File: src/hdl/codec_special_pkg.sv
// Purpose: Shared constants for the codec revision and analog special block.
// Assumes: Register indices are scaled by four to form AHB byte addresses.
// Notes:   Fields are 16 bits wide and sit in the low half of each word.
package codec_special_pkg;
   // Register indices as printed, and the byte addresses derived from them.
   localparam logic [7:0]  IDX_PAGE = 8'h24;
   localparam logic [7:0]  IDX_REV  = 8'h6C;
   localparam logic [7:0]  IDX_ASP  = 8'h6E;
   localparam logic [31:0] ADDR_PAGE = {22'h000000, IDX_PAGE, 2'h0};
   localparam logic [31:0] ADDR_REV  = {22'h000000, IDX_REV, 2'h0};
   localparam logic [31:0] ADDR_ASP  = {22'h000000, IDX_ASP, 2'h0};
   // Page selector width and the page that exposes both registers.
   localparam int          PAGE_W    = 4;
   localparam logic [3:0]  PAGE_ZERO = 4'h0;
   // Revision fields; minor resets to zero.
   localparam logic [7:0]  MINOR_RESET = 8'h00;
   // Analog special field positions.
   localparam int POS_MIX     = 12;
   localparam int POS_MUTEFIX = 6;
   localparam int POS_SLOT    = 4;
   localparam int POS_MIC     = 2;
   localparam int POS_OVR_EN  = 1;
   localparam int POS_OVR_VAL = 0;
   // Reset value and the mask of bits that software may hold.
   localparam logic [15:0] ASP_RESET = 16'h1000;
   localparam logic [15:0] ASP_WMASK = 16'h1077;
   // Attenuation code that is treated as full mute.
   localparam logic [4:0]  ATTEN_MAX = 5'h1F;
   // Record source codes that select a mix.
   localparam logic [2:0]  REC_STEREO_MIX = 3'h5;
   localparam logic [2:0]  REC_MONO_MIX   = 3'h6;
   // Slot numbers for the four ADC placements, left then right.
   localparam logic [3:0]  SLOT_L0 = 4'h3;
   localparam logic [3:0]  SLOT_R0 = 4'h4;
   localparam logic [3:0]  SLOT_L1 = 4'h7;
   localparam logic [3:0]  SLOT_R1 = 4'h8;
   localparam logic [3:0]  SLOT_L2 = 4'h6;
   localparam logic [3:0]  SLOT_R2 = 4'h9;
   localparam logic [3:0]  SLOT_L3 = 4'hA;
   localparam logic [3:0]  SLOT_R3 = 4'hB;
   // Bus slave phases, one-hot.
   typedef enum logic [3:0] {
      BUS_IDLE   = 4'b0001,
      BUS_WRITE  = 4'b0010,
      BUS_RDWAIT = 4'b0100,
      BUS_RDDONE = 4'b1000
   } bus_state_e;
endpackage

File: src/hdl/special_ctrl_if.sv
// Purpose: Carries the analog special control fields to the effects logic.
// Assumes: Driven only by the register bank.
// Notes:   Plain levels, no handshake.
`timescale 1ns/1ns
interface special_ctrl_if;
   logic       mixDac;          // DAC joins the record mix.
   logic       muteFixDisable;  // Maximum attenuation no longer mutes.
   logic [1:0] slotSel;         // ADC slot placement code.
   logic       micStep;         // Extra microphone gain step.
   logic       ovrEn;           // Supply detect override enable.
   logic       ovrVal;          // Supply override value.
   // The register bank owns the fields.
   modport bank (output mixDac, muteFixDisable, slotSel, micStep,
                 ovrEn, ovrVal);
   // The effects logic only reads them.
   modport fx (input mixDac, muteFixDisable, slotSel, micStep,
               ovrEn, ovrVal);
endinterface

File: src/hdl/codec_revision_analog_special_regs.sv
// Purpose: Revision and analog special registers behind an AHB-Lite slave.
// Assumes: Single whole-word transfers; this is the only slave on hready.
// Notes:   Writes take no wait state, reads take one.
//
// How it works
// Revision register visible only on page zero.
// Analog special register visible only on page zero.
// Upper revision byte: read-only minor, resets zero.
// Lower revision byte: read-only major, write-proof.
// Mix bit, reset high, adds DAC to record.
// Mix bit matters only for mix sources.
// Stereo mix recording follows 3D enable.
// Maximum attenuation mutes unless fix disabled.
// Slot field picks 3/4, 7/8, 6/9, 10/11.
// Boost and step give 0-30 dB gain.
// Override enable replaces supply detect result.
// Override value: zero 3.3 V, one 5 V.
// Unused analog special bits read as zero.
// Read-only writes ignored; reset restores defaults.
`timescale 1ns/1ns
module codec_revision_analog_special_regs
#(
   parameter logic [7:0] MAJOR_REV = 8'h01, // Arbitrary neutral value.
   parameter logic [7:0] MINOR_REV = codec_special_pkg::MINOR_RESET
)
(
   input  wire logic        clk_sys,      // System clock, 125 MHz.
   input  wire logic        arst_n,       // Asynchronous reset, low.
   input  wire logic        hsel,         // Slave select.
   input  wire logic [31:0] haddr,        // Byte address.
   input  wire logic [1:0]  htrans,       // Transfer type.
   input  wire logic        hwrite,       // Write when high.
   input  wire logic [2:0]  hsize,        // Transfer size, word only.
   input  wire logic [31:0] hwdata,       // Write data.
   input  wire logic        hready,       // Bus ready.
   output logic [31:0]      hrdata,       // Read data, registered.
   output logic             hreadyout,    // Slave ready.
   output logic             hresp,        // Always OKAY.
   input  wire logic [2:0]  recSource,    // Record source selection.
   input  wire logic        threeDEnable, // 3D effects enable.
   input  wire logic        micBoost,     // Mic boost enable bit.
   input  wire logic [4:0]  attenLeft,    // Left attenuation code.
   input  wire logic [4:0]  attenRight,   // Right attenuation code.
   input  wire logic        detect5V,     // Supply detector result.
   output logic             dacInRecord,  // DAC in record mix.
   output logic             recordMix3d,  // Stereo mix carries 3D.
   output logic             muteLeft,     // Left fully muted.
   output logic             muteRight,    // Right fully muted.
   output logic [3:0]       adcSlotLeft,  // Left ADC link slot.
   output logic [3:0]       adcSlotRight, // Right ADC link slot.
   output logic [1:0]       micGainCode,  // Mic gain steps.
   output logic             supply5V      // 5 V analog mode.
);
   import codec_special_pkg::*;

   bus_state_e           state;      // Data phase tracker.
   bus_state_e           next_state; // Next phase.
   logic [31:0]          dpAddr;     // Address held for the data phase.
   logic [PAGE_W-1:0]    pageSel;    // Page selector.
   logic                 mixDac;     // Record mix includes DAC.
   logic                 muteFixDis; // Mute fix disabled.
   logic [1:0]           slotSel;    // ADC slot placement.
   logic                 micStep;    // Extra mic gain step.
   logic                 ovrEn;      // Supply override enable.
   logic                 ovrVal;     // Supply override value.
   special_ctrl_if       ctl ();     // Fields to the effects logic.

   // Address phase is taken only for NONSEQ/SEQ with the bus ready.
   wire addrTaken = hsel & htrans[1] & hready;
   wire pageZero  = (pageSel == PAGE_ZERO);
   // Both vendor registers hide behind page zero.
   wire hitRev  = (dpAddr == ADDR_REV) & pageZero;
   wire hitAsp  = (dpAddr == ADDR_ASP) & pageZero;
   wire hitPage = (dpAddr == ADDR_PAGE);
   wire wrPhase = (state == BUS_WRITE);
   // Revision has no write path at all, so writes there vanish.
   wire wrAsp  = wrPhase & hitAsp;
   wire wrPage = wrPhase & hitPage;
   // Only the documented bits are kept; the rest cannot be set.
   wire [15:0] wrAspData = hwdata[15:0] & ASP_WMASK;
   wire [15:0] aspValue = {3'h0, mixDac, 5'h00, muteFixDis, slotSel,
                           1'b0, micStep, ovrEn, ovrVal};
   wire [15:0] revValue = {MINOR_REV, MAJOR_REV};
   // Read mux; unmapped or hidden registers read zero.
   wire [31:0] readMux =
      hitRev  ? {16'h0000, revValue} :
      hitAsp  ? {16'h0000, aspValue} :
      hitPage ? {{(32-PAGE_W){1'b0}}, pageSel} : 32'h00000000;

   // Reads stall one cycle so that hrdata comes from a flop.
   assign hreadyout = (state != BUS_RDWAIT);
   assign hresp     = 1'b0;

   // Phase sequencing; a read wait always finishes before a new take.
   always_comb
   begin
      case (state)
         BUS_RDWAIT: next_state = BUS_RDDONE;
         BUS_IDLE, BUS_WRITE, BUS_RDDONE:
            next_state = !addrTaken ? BUS_IDLE :
                         hwrite ? BUS_WRITE : BUS_RDWAIT;
         default:    next_state = BUS_IDLE;
      endcase
   end

   // Phase register and held address.
   always_ff @(posedge clk_sys or negedge arst_n)
   begin
      if (!arst_n)
      begin
         state  <= BUS_IDLE;
         dpAddr <= 32'h00000000;
      end
      else
      begin
         state <= next_state;
         if (addrTaken)
            dpAddr <= haddr;
      end
   end

   // Read data is captured at the end of the wait cycle.
   always_ff @(posedge clk_sys or negedge arst_n)
   begin
      if (!arst_n)
         hrdata <= 32'h00000000;
      else if (state == BUS_RDWAIT)
         hrdata <= readMux;
   end

   // Page selector; any page other than zero hides both registers.
   always_ff @(posedge clk_sys or negedge arst_n)
   begin
      if (!arst_n)
         pageSel <= PAGE_ZERO;
      else if (wrPage)
         pageSel <= hwdata[PAGE_W-1:0];
   end

   // Analog special fields; reset restores 1000h.
   always_ff @(posedge clk_sys or negedge arst_n)
   begin
      if (!arst_n)
      begin
         mixDac     <= ASP_RESET[POS_MIX];
         muteFixDis <= ASP_RESET[POS_MUTEFIX];
         slotSel    <= ASP_RESET[POS_SLOT +: 2];
         micStep    <= ASP_RESET[POS_MIC];
         ovrEn      <= ASP_RESET[POS_OVR_EN];
         ovrVal     <= ASP_RESET[POS_OVR_VAL];
      end
      else if (wrAsp)
      begin
         mixDac     <= wrAspData[POS_MIX];
         muteFixDis <= wrAspData[POS_MUTEFIX];
         slotSel    <= wrAspData[POS_SLOT +: 2];
         micStep    <= wrAspData[POS_MIC];
         ovrEn      <= wrAspData[POS_OVR_EN];
         ovrVal     <= wrAspData[POS_OVR_VAL];
      end
   end

   // Hand the fields over to the effects logic.
   assign ctl.mixDac         = mixDac;
   assign ctl.muteFixDisable = muteFixDis;
   assign ctl.slotSel        = slotSel;
   assign ctl.micStep        = micStep;
   assign ctl.ovrEn          = ovrEn;
   assign ctl.ovrVal         = ovrVal;

   // Control levels toward the analog front end.
   analog_special_effects u_effects
   (
      .clk_sys      (clk_sys),
      .arst_n       (arst_n),
      .ctl          (ctl),
      .recSource    (recSource),
      .threeDEnable (threeDEnable),
      .micBoost     (micBoost),
      .attenLeft    (attenLeft),
      .attenRight   (attenRight),
      .detect5V     (detect5V),
      .dacInRecord  (dacInRecord),
      .recordMix3d  (recordMix3d),
      .muteLeft     (muteLeft),
      .muteRight    (muteRight),
      .adcSlotLeft  (adcSlotLeft),
      .adcSlotRight (adcSlotRight),
      .micGainCode  (micGainCode),
      .supply5V     (supply5V)
   );

   // A read of a hidden revision register returns zero.
   chk_rev_page_gate: assert property (@(posedge clk_sys)
      disable iff (!arst_n)
      (state == BUS_RDWAIT && dpAddr == ADDR_REV && !pageZero) |=>
      hrdata == 32'h00000000)
      else $error("Revision readable off page zero");
   // A write while another page is selected leaves the fields alone.
   chk_asp_page_gate: assert property (@(posedge clk_sys)
      disable iff (!arst_n)
      (wrPhase && dpAddr == ADDR_ASP && !pageZero) |=> $stable(aspValue))
      else $error("Analog special written off page zero");
   chk_minor_field: assert property (@(posedge clk_sys)
      disable iff (!arst_n) (state == BUS_RDWAIT && hitRev) ##1
      hreadyout |-> hrdata[15:8] == MINOR_REV)
      else $error("Minor revision read wrong");
   chk_major_field: assert property (@(posedge clk_sys)
      disable iff (!arst_n) (state == BUS_RDWAIT && hitRev) |=>
      hrdata[7:0] == MAJOR_REV && hrdata[31:16] == 16'h0000)
      else $error("Major revision read wrong");
   chk_reserved_zero: assert property (@(posedge clk_sys)
      disable iff (!arst_n) (state == BUS_RDWAIT && hitAsp) |=>
      (hrdata & ~{16'h0000, ASP_WMASK}) == 32'h00000000)
      else $error("Reserved analog special bits nonzero");
   chk_mix_write: assert property (@(posedge clk_sys)
      disable iff (!arst_n) wrAsp |=> mixDac == $past(hwdata[POS_MIX]))
      else $error("Mix bit not written");
   chk_read_wait: assert property (@(posedge clk_sys) // Reads take exactly one wait state.
      disable iff (!arst_n) (addrTaken && !hwrite) |=>
      !hreadyout ##1 hreadyout)
      else $error("Read wait is not exactly one cycle");
   cov_rev_read: cover property (@(posedge clk_sys)
      disable iff (!arst_n) state == BUS_RDWAIT && hitRev);
   cov_asp_write: cover property (@(posedge clk_sys)
      disable iff (!arst_n) wrAsp);
   cov_hidden_write: cover property (@(posedge clk_sys)
      disable iff (!arst_n) wrPhase && dpAddr == ADDR_ASP && !pageZero);
endmodule

File: src/hdl/analog_special_effects.sv
// Purpose: Turns the analog special controls into codec control levels.
// Assumes: Side inputs come from other codec registers and the detector.
// Notes:   All outputs are registered, so they lag a control by one edge.
`timescale 1ns/1ns
module analog_special_effects
   import codec_special_pkg::*;
(
   input  wire logic       clk_sys,        // System clock.
   input  wire logic       arst_n,         // Asynchronous reset, low.
   special_ctrl_if.fx      ctl,            // Control fields.
   input  wire logic [2:0] recSource,      // Record source selection.
   input  wire logic       threeDEnable,   // 3D effects enable.
   input  wire logic       micBoost,       // Mic boost enable bit.
   input  wire logic [4:0] attenLeft,      // Left attenuation code.
   input  wire logic [4:0] attenRight,     // Right attenuation code.
   input  wire logic       detect5V,       // Supply detector says 5 V.
   output logic            dacInRecord,    // DAC is in the record mix.
   output logic            recordMix3d,    // Stereo mix carries 3D effect.
   output logic            muteLeft,       // Left channel fully muted.
   output logic            muteRight,      // Right channel fully muted.
   output logic [3:0]      adcSlotLeft,    // Link slot for left ADC.
   output logic [3:0]      adcSlotRight,   // Link slot for right ADC.
   output logic [1:0]      micGainCode,    // 0..3 steps of 10 dB.
   output logic            supply5V        // Analog runs in 5 V mode.
);
   // Decodes are named wires so that each output flop stays trivial.
   wire mixSrc = (recSource == REC_STEREO_MIX)
               | (recSource == REC_MONO_MIX);
   // Outside a mix source the bit is inert.
   wire next_dacIn = ctl.mixDac & mixSrc;
   wire next_mix3d = threeDEnable & (recSource == REC_STEREO_MIX);
   wire next_muteL = ~ctl.muteFixDisable & (attenLeft == ATTEN_MAX);
   wire next_muteR = ~ctl.muteFixDisable & (attenRight == ATTEN_MAX);
   wire [1:0] next_mic = {micBoost, ctl.micStep};
   // Override replaces the detector result outright.
   wire next_s5 = ctl.ovrEn ? ctl.ovrVal : detect5V;
   logic [3:0] next_slotL;
   logic [3:0] next_slotR;

   // Slot table; default keeps the standard pair.
   always_comb
   begin
      case (ctl.slotSel)
         2'h1:    begin next_slotL = SLOT_L1; next_slotR = SLOT_R1; end
         2'h2:    begin next_slotL = SLOT_L2; next_slotR = SLOT_R2; end
         2'h3:    begin next_slotL = SLOT_L3; next_slotR = SLOT_R3; end
         default: begin next_slotL = SLOT_L0; next_slotR = SLOT_R0; end
      endcase
   end

   // Output flops.
   always_ff @(posedge clk_sys or negedge arst_n)
   begin
      if (!arst_n)
      begin
         dacInRecord  <= 1'b0;
         recordMix3d  <= 1'b0;
         muteLeft     <= 1'b0;
         muteRight    <= 1'b0;
         adcSlotLeft  <= SLOT_L0;
         adcSlotRight <= SLOT_R0;
         micGainCode  <= 2'h0;
         supply5V     <= 1'b0;
      end
      else
      begin
         dacInRecord  <= next_dacIn;
         recordMix3d  <= next_mix3d;
         muteLeft     <= next_muteL;
         muteRight    <= next_muteR;
         adcSlotLeft  <= next_slotL;
         adcSlotRight <= next_slotR;
         micGainCode  <= next_mic;
         supply5V     <= next_s5;
      end
   end

   chk_mix_source_gate: assert property (@(posedge clk_sys)
      disable iff (!arst_n) !mixSrc |=> !dacInRecord)
      else $error("DAC entered record mix outside a mix source");
   chk_mute_at_max: assert property (@(posedge clk_sys)
      disable iff (!arst_n)
      (attenLeft == ATTEN_MAX && !ctl.muteFixDisable) |=> muteLeft)
      else $error("Maximum attenuation did not mute left channel");
   chk_slot_code_three: assert property (@(posedge clk_sys)
      disable iff (!arst_n) ctl.slotSel == 2'h3 |=>
      adcSlotLeft == 4'hA && adcSlotRight == 4'hB)
      else $error("Slot code three gave wrong slots");
   chk_mic_gain_pair: assert property (@(posedge clk_sys)
      disable iff (!arst_n) micBoost && !ctl.micStep |=>
      micGainCode == 2'h2)
      else $error("Boost alone did not give 20 dB");
   chk_supply_override: assert property (@(posedge clk_sys)
      disable iff (!arst_n) ctl.ovrEn && (ctl.ovrVal != detect5V) |=>
      supply5V == $past(ctl.ovrVal))
      else $error("Supply override not applied");
   chk_stereo_3d: assert property (@(posedge clk_sys)
      disable iff (!arst_n) recSource == REC_STEREO_MIX |=>
      recordMix3d == $past(threeDEnable))
      else $error("Stereo mix ignores 3D enable");
   cov_override_5v: cover property (@(posedge clk_sys)
      disable iff (!arst_n) ctl.ovrEn ##1 supply5V);
endmodule

File: config.mk
export PLATFORM = sky130hd
export DESIGN_NAME = codec_revision_analog_special_regs
export DESIGN_NICKNAME = d
export VERILOG_FILES = /design/src/hdl/codec_special_pkg.sv /design/src/hdl/special_ctrl_if.sv /design/src/hdl/codec_revision_analog_special_regs.sv /design/src/hdl/analog_special_effects.sv
export SDC_FILE = /design/constraint.sdc
export NUM_CORES = 1
export LEC_CHECK = 0
export BUFFER_PORTS_ARGS = -buffer_cell sky130_fd_sc_hd__buf_2
export CAP_MARGIN = 0
export CORE_UTILIZATION = 29
export CTS_CLUSTER_DIAMETER = 40
export DETAILED_ROUTE_END_ITERATION = 8
export PLACE_DENSITY_LB_ADDON = 0.3
export SYNTH_ARGS = -nofsm -noshare
export SYNTH_HDL_FRONTEND = slang
export SYNTH_SLANG_ARGS = --single-unit
File: constraint.sdc
create_clock -name clk_sys -period 3.2 [get_ports clk_sys]
set_clock_uncertainty 0.05 [all_clocks]
set_input_delay 0.48 -clock clk_sys [delete_from_list [all_inputs] [get_ports clk_sys]]
set_output_delay 0.48 -clock clk_sys [all_outputs]
set_load 0.05 [all_outputs]
==> flow_summary.json <==
{
  "status": "completed",
  "cts_setup_buffers": 0,
  "p_per_area_mw_per_mm2": 503,
  "fin_crit_sh_pct": 70.6,
  "p_leak_nw": 1.81,
  "ys.warnings.count": 0,
  "layout-drive-gt1-share_pct": 48.6,
  "drc": 0,
  "synth_area_leaders": "dfrtp_1, mux2_2, buf_4, dfstp_2, ha_1",
  "max-slew-margin-rel_pct": 59.9,
  "seq_area_sq_mm": 0.00171,
  "avgSynthCellArea_sq_um": 13.4,
  "dieArea_sq_mm": 0.0108,
  "hold_viol": 0,
  "initial_utilization_pct": 30.4,
  "crit_family": "flip-flops",
  "tritoncts": "yes",
  "fp-row-count": 36,
  "area_delta_synth_final_pct": 21.4,
  "die-width_microns": 104,
  "path_class": "flip-flop to output port",
  "rsz0062_at_grt": "no",
  "htreeDepth": 3,
  "dp_hpwl_microns": 4120,
  "worst_pin_slew_ns": 0.597,
  "cts_hold_buf": 0,
  "ys_ff_latch": 68,
  "yosysMostFrequentCell": "dfrtp_1",
  "worst_hold_path_type": "input pin to async pin",
  "slowest_delay_ns": 0.58,
  "yosysTopAreaCell": "dfrtp_1",
  "stdcell_area_sq_mm": 0.00366,
  "ctsResizeCount": 0,
  "drv_cap": 0,
  "maxSlewViolCount": 0,
  "vias": 1944,
  "cts.path.max_buffers": 2,
  "fill_cells": 980,
  "peakVddDrop_mv": 0.308,
  "arrival_ns": 1.73,
  "synth_flop_cell": "dfrtp_1",
  "first_iter_violations": 61,
  "path_buf_inv": 1,
  "root_buffer": "clkbuf_8",
  "clkTransAtPathRegs_ns": 0.07,
  "cp-end-kind": "output port",
  "period_needed_ns": 2.26,
  "chipHeight_microns": 104,
  "syn_area_sq_mm": 0.00301,
  "setup_viol": 0,
  "antenna_found_initial": 0,
  "overflow": 0,
  "syn_inst": 225,
  "place.gp.congestion": 0.683,
  "diodes": 0,
  "slowest_stage": "dfstp_2",
  "clock-sinks": 68,
  "io_buffers": 84,
  "drt_wl_total_microns": 5570,
  "crit_chain": "nand3b_1 -> buf_2",
  "dr.pass1.iters": 4,
  "globalRouteTotalUtil_pct": 11.3,
  "cp.required_ns": 2.67,
  "fmax_ghz": 0.442,
  "yosys-top-cells-count": "dfrtp_1, mux2_2, buf_4",
  "seq_area_frac_synth_pct": 56.6,
  "utilization_pct": 36.9,
  "synth_edf_count": 0,
  "ant_nets": 0,
  "io_pins": 139,
  "multi_input_area_sq_mm": 0.00116,
  "fin_setup_tns_ns": 0,
  "grt_max_degree": 41,
  "first_global_vias": 1887,
  "wire_per_inst_microns": 12.3,
  "clock_latency_ns": 0.33,
  "coreArea_sq_mm": 0.00991,
  "ys_async_sr_fraction_pct": 100,
  "place_area_sq_mm": 0.00350,
  "grt_pass1_wl_microns": 9430,
  "critPathMaxFanout": 15,
  "numCtsBuffers": 9,
  "ys_types": 40,
  "nets": 410,
  "synth_top_area_share_pct": 53.1,
  "start_kind": "flip-flop",
  "vias_per_cell": 4.28
}
routing by layer:
layer / track usage [%] / up-vias / routed length (microns)
met5: 0 / - / 0
met4: 4.59 / 0 / 72
met3: 5.39 / 7 / 545
met2: 16.7 / 96 / 2490
met1: 14.0 / 915 / 2470
li1: - / 926 / -
cell usage in the layout (no fill, tap or decap), drive strengths merged:
cell and count:
conb 26, o211ai 1, nand2b 1, inv 6
and4b 3, dfrtp 64, a32oi 2, nand2 13
nor4bb 1, a22oi 1, nand4 3, nor4 7
nor3 3, clkinv 2, buf 87, nor2 4
nand3b 2, or2 3, or4 1, mux2i 1
dfstp 4, clkbuf 14, nand3 3, and3 2
xor2 2, mux2 44, ha 4, and4 1
and4bb 1, o31ai 4, nor4b 4, o21ai 3
o41ai 2, nor3b 2
power by group:
group	internal (W)	total (W)	switching (W)
registers	0.000941	0.000996	0.0000556
logic	0.000110	0.000247	0.000137
clock network	0.000301	0.000598	0.000296
total	0.00135	0.00184	0.000489
registers in the layout, summed over array words and instances (netlist names):
signal and count:
ctl.muteFixDisable 1, ctl.micStep 1, u_effects.muteRight 1, u_effects.adcSlotRight 4
u_effects.micGainCode 2, u_effects.supply5V 1, ctl.slotSel 2, u_effects.recordMix3d 1
u_effects.adcSlotLeft 2, u_effects.dacInRecord 1, ctl.mixDac 1, hrdata 8
state 4, ctl.ovrEn 1, dpAddr 32, u_effects.muteLeft 1
ctl.ovrVal 1, pageSel 4
area by class of cell:
class / count / area share [%]
clock buffer: 14 / 4.17
clock inverter: 2 / 0.274
inverter: 6 / 0.616
multi-input combinational: 144 / 31.6
sequential: 68 / 46.6
tap: 133 / 4.55
timing repair buffer: 87 / 12.1
cells by family after synthesis:
group / synth area share (%)
buf+inv: 7.97
other cells: 0.249
flops: 56.6
xor+xnor: 0.581
fa+ha+maj: 1.66
simple gates: 13.0
compound gates: 3.16
mux: 16.8
worst paths after layout:
kind,cells after the start,start,slack (ns),endpoint
worst min register to register,0,ctl.micStep,0.36,u_effects.micGainCode[0]
worst max-delay path,2,state[0],0.94,hreadyout
max in group asynchronous,2,arst_n,2.58,u_effects.adcSlotLeft[0]
worst min-delay path,2,arst_n,0.10,dpAddr[10]
worst max register to register,4,state[3],1.05,ctl.slotSel[1]
min in group clk_sys,1,micBoost,0.20,u_effects.micGainCode[1]
worst reg2reg max path: stages (launching register included):
cell	delay, ns
dfrtp_1	0.45
nor4b_1	0.48
nand2_1	0.17
nor4_4	0.47
mux2_2	0.41
metrics by stage:
stage,hold WS (ns),setup slack [ns],cells,total power [W]
2_1_floorplan,0.134,1.29,249,0.00120
3_3_place_gp,0.342,0.981,438,0.00126
3_5_place_dp,0.344,0.980,438,0.00126
4_1_cts,0.0917,0.906,454,0.00189
5_1_grt,0.119,0.822,454,0.00195
6_report,0.103,0.940,454,0.00184
Note: power is estimated with default switching activity, not from simulation.
